===== src/rtl/pin_mux_params.svh =====
// constants for the port pin function multiplexer
// assumes inclusion by the design file only; definitions only
`ifndef PIN_MUX_PARAMS_SVH
`define PIN_MUX_PARAMS_SVH

// combined pin vector: port a pins 0..7, port b pin 0 as index 8
`define NPIN      9
`define PA_DBG    0
`define PA_SYNC   1
`define PA_T0     2
`define PA_ANMAX  3
`define PA_NONE   4
`define PA_MASTER_CLEAR_INPUT   5
`define PA_CCD    6
`define PA_SCL    7
`define PB_SDA    8

// master/slave field codes
`define MS_ALONE  2'h0
`define MS_MASTER 2'h1
`define MS_SLAVE  2'h2

// reset values: pins idle high, master clear released
`define FILT_RST  9'h1FF
`define ZERO9     9'h000
`define ZERO4     4'h0

`endif


===== src/rtl/pin_mux_pkg.sv =====
// types shared by the port pin function multiplexer
// assumes nothing of its surroundings
package pin_mux_pkg;
  typedef logic [1:0] ms_mode_t;
  typedef logic [8:0] pin_vec_t;
endpackage : pin_mux_pkg


===== src/rtl/port_a_pin_function_mux.sv =====
// pin function multiplexer for port a pins 0..7 and port b pin 0
// assumes one clock, pins sampled asynchronously, pin wire resolved outside
`timescale 1ns/100ps
`include "pin_mux_params.svh"

module port_a_pin_function_mux #(
  parameter int DBG_W = 8,
  parameter int DSEL_W = 3,
  parameter int CHSEL_W = 4
) (
  input  wire logic                  clk,
  input  wire logic                  rstn,
  input  wire logic                  ce,
  input  wire pin_mux_pkg::pin_vec_t pin_in,
  input  wire logic [7:0]            port_a_direction,
  input  wire logic                  port_b_direction,
  input  wire pin_mux_pkg::pin_vec_t pin_latch,
  input  wire logic [3:0]            analog_select_a,
  input  wire pin_mux_pkg::pin_vec_t pullup_request,
  input  wire pin_mux_pkg::pin_vec_t ioc_enable,
  input  wire logic                  debug_out_en,
  input  wire logic                  debug_analog_mode,
  input  wire logic [DSEL_W-1:0]     debug_digital_sel,
  input  wire logic [DBG_W-1:0]      debug_digital_bus,
  input  wire logic [CHSEL_W-1:0]    converter_control_0,
  input  wire pin_mux_pkg::ms_mode_t master_slave_field,
  input  wire logic                  sync_clk_out,
  input  wire logic                  timer0_source_select,
  input  wire logic                  external_interrupt_enable,
  input  wire logic                  master_clear_enable,
  input  wire logic                  compare_en,
  input  wire logic                  compare_out,
  input  wire logic                  prog_mode,
  input  wire logic                  prog_data_out,
  input  wire logic                  prog_data_oe,
  input  wire logic                  i2c_enable,
  input  wire logic                  scl_drive_low,
  input  wire logic                  sda_drive_low,
  output logic [8:0]                 pin_out_ff,
  output logic [8:0]                 pin_oe_ff,
  output logic [8:0]                 pullup_ff,
  output logic [8:0]                 ioc_pulse_ff,
  output logic [8:0]                 pin_level_ff,
  output logic [3:0]                 adc_connect_ff,
  output logic                       test_analog_on_ff,
  output logic [CHSEL_W-1:0]         test_analog_sel_ff,
  output logic                       sync_clk_in_ff,
  output logic                       ref2_out_en_ff,
  output logic                       t0_ext_clk_ff,
  output logic                       ext_int_ff,
  output logic                       master_clear_n_ff,
  output logic                       capture_in_ff,
  output logic                       prog_data_in_ff,
  output logic                       prog_clk_in_ff,
  output logic                       scl_in_ff,
  output logic                       sda_in_ff
);

  ////////////////////////////////////////////////////////////////////////
  // pin input synchronisers, three stages, agreement filter
  logic [8:0] s1_ff, s2_ff, s3_ff, filt_ff;
  logic [8:0] nxt_s1, nxt_s2, nxt_s3, nxt_filt;

  // shift and accept a level once stages two and three agree
  always_comb begin
    nxt_s1 = s1_ff;
    nxt_s2 = s2_ff;
    nxt_s3 = s3_ff;
    nxt_filt = filt_ff;
    if (ce) begin
      nxt_s1 = pin_in;
      nxt_s2 = s1_ff;
      nxt_s3 = s2_ff;
      for (int i = 0; i < `NPIN; i++) begin
        if (s2_ff[i] == s3_ff[i]) begin
          nxt_filt[i] = s3_ff[i];
        end
      end
    end
  end

  // synchroniser registers
  always_ff @(posedge clk or negedge rstn) begin
    if (!rstn) begin
      s1_ff <= `FILT_RST;
      s2_ff <= `FILT_RST;
      s3_ff <= `FILT_RST;
      filt_ff <= `FILT_RST;
    end else begin
      s1_ff <= nxt_s1;
      s2_ff <= nxt_s2;
      s3_ff <= nxt_s3;
      filt_ff <= nxt_filt;
    end
  end

  ////////////////////////////////////////////////////////////////////////
  // function selection
  logic [8:0]         dir;
  logic [8:0]         nxt_out, nxt_oe, nxt_pull, nxt_ioc, nxt_level;
  logic [3:0]         nxt_adc;
  logic               nxt_tan, nxt_sync, nxt_ref2, nxt_t0, nxt_int, nxt_master_clear_input;
  logic               nxt_cap, nxt_pdat, nxt_pclk, nxt_scl, nxt_sda;
  logic [CHSEL_W-1:0] nxt_tsel;
  logic               is_master, is_slave;

  // direction bit set means input
  assign dir = {port_b_direction, port_a_direction};
  assign is_master = (master_slave_field == `MS_MASTER);
  assign is_slave = (master_slave_field == `MS_SLAVE);

  // next value of every output
  always_comb begin
    nxt_out = pin_out_ff;
    nxt_oe = pin_oe_ff;
    nxt_pull = pullup_ff;
    nxt_ioc = ioc_pulse_ff;
    nxt_level = pin_level_ff;
    nxt_adc = adc_connect_ff;
    nxt_tan = test_analog_on_ff;
    nxt_tsel = test_analog_sel_ff;
    nxt_sync = sync_clk_in_ff;
    nxt_ref2 = ref2_out_en_ff;
    nxt_t0 = t0_ext_clk_ff;
    nxt_int = ext_int_ff;
    nxt_master_clear_input = master_clear_n_ff;
    nxt_cap = capture_in_ff;
    nxt_pdat = prog_data_in_ff;
    nxt_pclk = prog_clk_in_ff;
    nxt_scl = scl_in_ff;
    nxt_sda = sda_in_ff;
    if (ce) begin
      // general purpose drive: output when direction bit clear
      nxt_out = pin_latch;
      nxt_oe = ~dir;
      nxt_level = nxt_filt;
      // weak pull-ups only where the pin is an input
      nxt_pull = pullup_request & dir;
      // change detect on the filtered level
      nxt_ioc = (nxt_filt ^ filt_ff) & ioc_enable;
      nxt_ioc[`PA_NONE] = 1'b0;
      nxt_ioc[`PA_CCD] = 1'b0;
      // analog channel switches need input and analog select
      nxt_adc = port_a_direction[`PA_ANMAX:0] & analog_select_a;
      // debug test output on pin 0
      nxt_tsel = converter_control_0;
      nxt_tan = debug_out_en & debug_analog_mode;
      if (debug_out_en) begin
        nxt_oe[`PA_DBG] = ~debug_analog_mode;
        nxt_out[`PA_DBG] = debug_digital_bus[debug_digital_sel];
      end
      // switching sync clock on pin 1
      nxt_sync = is_slave ? nxt_filt[`PA_SYNC] : 1'b0;
      if (is_master) begin
        nxt_oe[`PA_SYNC] = 1'b1;
        nxt_out[`PA_SYNC] = sync_clk_out;
      end else if (is_slave) begin
        nxt_oe[`PA_SYNC] = 1'b0;
      end
      nxt_ref2 = is_master;
      // timer0 clock and external interrupt on pin 2
      nxt_t0 = timer0_source_select & nxt_filt[`PA_T0];
      nxt_int = external_interrupt_enable & nxt_filt[`PA_T0];
      // pin 5 never drives; master clear when enabled
      nxt_oe[`PA_MASTER_CLEAR_INPUT] = 1'b0;
      nxt_out[`PA_MASTER_CLEAR_INPUT] = 1'b0;
      nxt_master_clear_input = master_clear_enable ? nxt_filt[`PA_MASTER_CLEAR_INPUT] : 1'b1;
      // pin 6: programming data over compare over port
      nxt_cap = nxt_filt[`PA_CCD];
      nxt_pdat = prog_mode & nxt_filt[`PA_CCD];
      if (prog_mode) begin
        nxt_oe[`PA_CCD] = prog_data_oe;
        nxt_out[`PA_CCD] = prog_data_out;
      end else if (compare_en) begin
        nxt_oe[`PA_CCD] = 1'b1;
        nxt_out[`PA_CCD] = compare_out;
      end
      // open drain pins only ever pull low, no pull-up
      nxt_pull[`PA_SCL] = 1'b0;
      nxt_pull[`PB_SDA] = 1'b0;
      nxt_out[`PA_SCL] = 1'b0;
      nxt_out[`PB_SDA] = 1'b0;
      nxt_oe[`PA_SCL] = ~dir[`PA_SCL] & ~pin_latch[`PA_SCL];
      nxt_oe[`PB_SDA] = ~dir[`PB_SDA] & ~pin_latch[`PB_SDA];
      nxt_pclk = nxt_filt[`PA_SCL];
      // i2c takes over the open drain drivers
      nxt_scl = i2c_enable & nxt_filt[`PA_SCL];
      nxt_sda = i2c_enable & nxt_filt[`PB_SDA];
      if (i2c_enable) begin
        nxt_oe[`PA_SCL] = scl_drive_low;
        nxt_oe[`PB_SDA] = sda_drive_low;
      end
      // pin 4 is not bonded in this block
      nxt_oe[`PA_NONE] = 1'b0;
      nxt_out[`PA_NONE] = 1'b0;
      nxt_pull[`PA_NONE] = 1'b0;
    end
  end

  // output registers
  always_ff @(posedge clk or negedge rstn) begin
    if (!rstn) begin
      pin_out_ff <= `ZERO9;
      pin_oe_ff <= `ZERO9;
      pullup_ff <= `ZERO9;
      ioc_pulse_ff <= `ZERO9;
      pin_level_ff <= `FILT_RST;
      adc_connect_ff <= `ZERO4;
      test_analog_on_ff <= 1'b0;
      test_analog_sel_ff <= '0;
      sync_clk_in_ff <= 1'b0;
      ref2_out_en_ff <= 1'b0;
      t0_ext_clk_ff <= 1'b0;
      ext_int_ff <= 1'b0;
      master_clear_n_ff <= 1'b1;
      capture_in_ff <= 1'b0;
      prog_data_in_ff <= 1'b0;
      prog_clk_in_ff <= 1'b0;
      scl_in_ff <= 1'b0;
      sda_in_ff <= 1'b0;
    end else begin
      pin_out_ff <= nxt_out;
      pin_oe_ff <= nxt_oe;
      pullup_ff <= nxt_pull;
      ioc_pulse_ff <= nxt_ioc;
      pin_level_ff <= nxt_level;
      adc_connect_ff <= nxt_adc;
      test_analog_on_ff <= nxt_tan;
      test_analog_sel_ff <= nxt_tsel;
      sync_clk_in_ff <= nxt_sync;
      ref2_out_en_ff <= nxt_ref2;
      t0_ext_clk_ff <= nxt_t0;
      ext_int_ff <= nxt_int;
      master_clear_n_ff <= nxt_master_clear_input;
      capture_in_ff <= nxt_cap;
      prog_data_in_ff <= nxt_pdat;
      prog_clk_in_ff <= nxt_pclk;
      scl_in_ff <= nxt_scl;
      sda_in_ff <= nxt_sda;
    end
  end
endmodule : port_a_pin_function_mux


===== config.mk =====
export PLATFORM = sky130hd
export DESIGN_NAME = port_a_pin_function_mux
export DESIGN_NICKNAME = d
export VERILOG_FILES = /design/src/rtl/pin_mux_pkg.sv /design/src/rtl/port_a_pin_function_mux.sv
export VERILOG_INCLUDE_DIRS = /design/src /design/src/rtl
export SDC_FILE = /design/constraint.sdc
export NUM_CORES = 1
export LEC_CHECK = 0
export ABC_AREA = 1
export ABC_CLOCK_PERIOD_IN_PS = 2740
export BUFFER_PORTS_ARGS = -buffer_cell sky130_fd_sc_hd__buf_4
export CAP_MARGIN = 25
export CORE_ASPECT_RATIO = 0.8
export CORE_MARGIN = 5
export CORE_UTILIZATION = 45
export CTS_CLUSTER_SIZE = 16
export DETAILED_ROUTE_END_ITERATION = 12
export PLACE_DENSITY_LB_ADDON = 0.05
export SYNTH_ARGS = -nofsm -noshare
export SYNTH_HDL_FRONTEND = slang
export SYNTH_SLANG_ARGS = --single-unit

===== constraint.sdc =====
create_clock -name clk -period 2.74 [get_ports clk]
set_input_delay 0.137 -clock clk [delete_from_list [all_inputs] [get_ports clk]]
set_output_delay 0.137 -clock clk [all_outputs]
set_load 0.02 [all_outputs]

==> results.toml <==
[status]
outcome = "finished clean"

[timing]
timing.final.crit_share_pct = 48.2
final.setup.tns_ps = 0
max_freq_mhz = 758
fin_ws_ps = 1420
fin_crit_ps = 1320
drv_slew = 0
hold_viol_final = 0
rsz0062_at_grt = "no"
worst_slew_pin_slew_ps = 542
fin_skew_ps = 7.87
finalSetupViolCount = 0
max_slew_margin_pct = 63.9

[pwr]
power_density_mw_per_mm2 = 599
vdd.ir_drop.worst_uv = 308
p_leak_nw = 2.78

[global_route]
grt_pass1_vias = 3244
overflow = 0
grt_max_degree = 83
grt_use_total_pct = 17.2
antenna_found_initial = 0
grt_pass1_wl_um = 14800

[routing]
routedWlPerCell_um = 12.7
via_per_inst = 4.64
drtIter0Drc = 164
ant_nets = 0
vias = 3283
drt_first_pass_iters = 4
drc_errors = 0
routed_wl_um = 8990

[cts]
cts-root-buf = "clkbuf_8"
clk_pin_slew_ps = 90
cts.sinks = 89
cts-buffers-inserted = 9
htree_levels = 3
clkLatencyLatePin_ps = 340
clk_path_buf_depth = 2
cts_tree = "built"

[place]
portBuffers = 127
gp_congestion = 0.842
dp_hpwl_um = 6130
dp_slack_ps = 1070
dp_cells = 665

[yosys]
synth-edff-count = 0
yosysUniqueCellTypes = 22
ys_async_sr_fraction_pct = 100
ys_seq_elements = 89
avgSynthCellArea_um2 = 8.80
syn_area_mm2 = 0.00387
yosysSeqAreaShare_pct = 59.0
synth_flop_cell = "dfstp_2"
synth_warnings = 0
synth_cells = 440

[floorplan]
dieArea_mm2 = 0.0106
initial_utilization_pct = 45.8
core.rowCount = 30
num_io_pins = 147
die_w_um = 114
die_y_um = 93.0
core_area_mm2 = 0.00845

[critical_path]
endpoint_kind = "flop"
crit_required_ps = 3030
crit_path_max_fanout = 55
crit_path_start_kind = "input pin"
worstPathArrival_ps = 1610
criticalPathCategory = "input pin to flop"

[cells_and_area]
layout_common_cells = "174 x nand2_1, 130 x buf_4, 46 x dfstp_2, 43 x dfrtp_1, 39 x inv_1"
n_antenna_cell = 0
fill_cells = 745
postLayoutCoreUtil_pct = 63.1
final_common_cell = "nand2_1"
drive_gt1_share_pct = 32.7
multi_input_area_mm2 = 0.00128
syn2layout_area_growth_pct = 37.6
final_nets = 674
regArea_mm2 = 0.00228
fin_cells = 708

[worst_hold_path]
hold_path.class = "input pin to flop"

[flow_run]
max-cap-violations = 0
-- worst max-delay path, cell delays in order --
cell and delay (ps):
buf_4 440, buf_4 460, nand2_2 100, a32oi_2 240
nand2_1 110, nand2_1 90
-- per-stage QoR --
stage / instance area (µm²) / hold slack [ps] / total power, mW
2_1_floorplan: 3910 / -159 / 2.00
3_3_place_gp: 4850 / 334 / 2.29
3_5_place_dp: 4850 / 339 / 2.31
4_1_cts: 5290 / 1.04 / 3.23
5_1_grt: 5330 / 1.94 / 3.38
6_report: 5330 / 18.6 / 3.19
-- state kept, by name, indices dropped and copies added, names as in the netlist, 4 cells and up --
| name | cells |
|---|---|
| pin_oe_ff | 7 |
| filt_ff | 9 |
| pin_level_ff | 9 |
| s2_ff | 9 |
| pullup_ff | 6 |
| test_analog_sel_ff | 4 |
| adc_connect_ff | 4 |
| s3_ff | 9 |
| s1_ff | 9 |
| pin_out_ff | 5 |
| ioc_pulse_ff | 7 |
-- area by class of cell --
type / count / area share, %
Clock buffer: 13 / 2.79
Clock inverter: 3 / 0.798
Tap cell: 112 / 2.63
Sequential cell: 89 / 42.9
Multi-Input combinational cell: 293 / 24.0
Inverter: 40 / 2.82
Timing Repair Buffer: 158 / 24.1
-- synth_stat cells (3+ instances only) --
cell type	count	area share, %
a21oi_1	15	1.9
dfstp_2	46	31
maj3_1	3	0.78
nand3_1	16	2.1
nor2_1	25	2.4
buf_4	17	3.3
o21ai_0	26	3.4
o211ai_1	3	0.58
nand2_1	174	17
dfrtp_1	43	28
a31oi_1	10	1.6
clkbuf_1	4	0.39
buf_2	4	0.52
a22o_1	6	1.4
buf_6	3	0.87
inv_1	39	3.8
-- cells by family (layout without fill, tap and decap cells) --
| group | Yosys count | count (layout) | share of synthesized area (%) |
|---|---|---|---|
| AND/OR/NAND/NOR | 218 | 218 | 21.9 |
| other | 1 | 11 | 0.0969 |
| adder cells (fa/ha/maj) | 3 | 3 | 0.776 |
| flip-flops | 89 | 89 | 59.0 |
| AO/OA/AOI/OAI | 61 | 61 | 9.28 |
| buffers and inverters | 68 | 214 | 8.95 |
-- final timing paths --
path,start,end,slack (ps),cells after the start
max,ce,pin_level_ff[7],1420,6
max reg2reg,s3_ff[2],ioc_pulse_ff[2],1510,8
min reg2reg,s1_ff[0],s1_ff[0],460,2
min in group asynchronous,rstn,adc_connect_ff[1],250,2
max in group asynchronous,rstn,s2_ff[1],1670,4
min,external_interrupt_enable,ext_int_ff,20,3
-- report_power, final --
group	total [mW]	internal, mW	switching [mW]
Combinational	0.696	0.309	0.387
Sequential	1.62	1.53	0.0908
Clock	0.879	0.447	0.432
-- timing repair --
item | CTS | global route
resized for setup | 0 | 0
buffers inserted | 0 | 0
hold buffers | 25 | 1
endpoints found under the hold margin | 24 | 14
-- metal layers --
layer / GRT usage, % / share of wire, %
met3: 4.83 / 7.3
met5: 0 / 0
met4: 5.01 / 0.70
met2: 27.9 / 45
met1: 22.4 / 47
(Power assumes the default switching activity.)
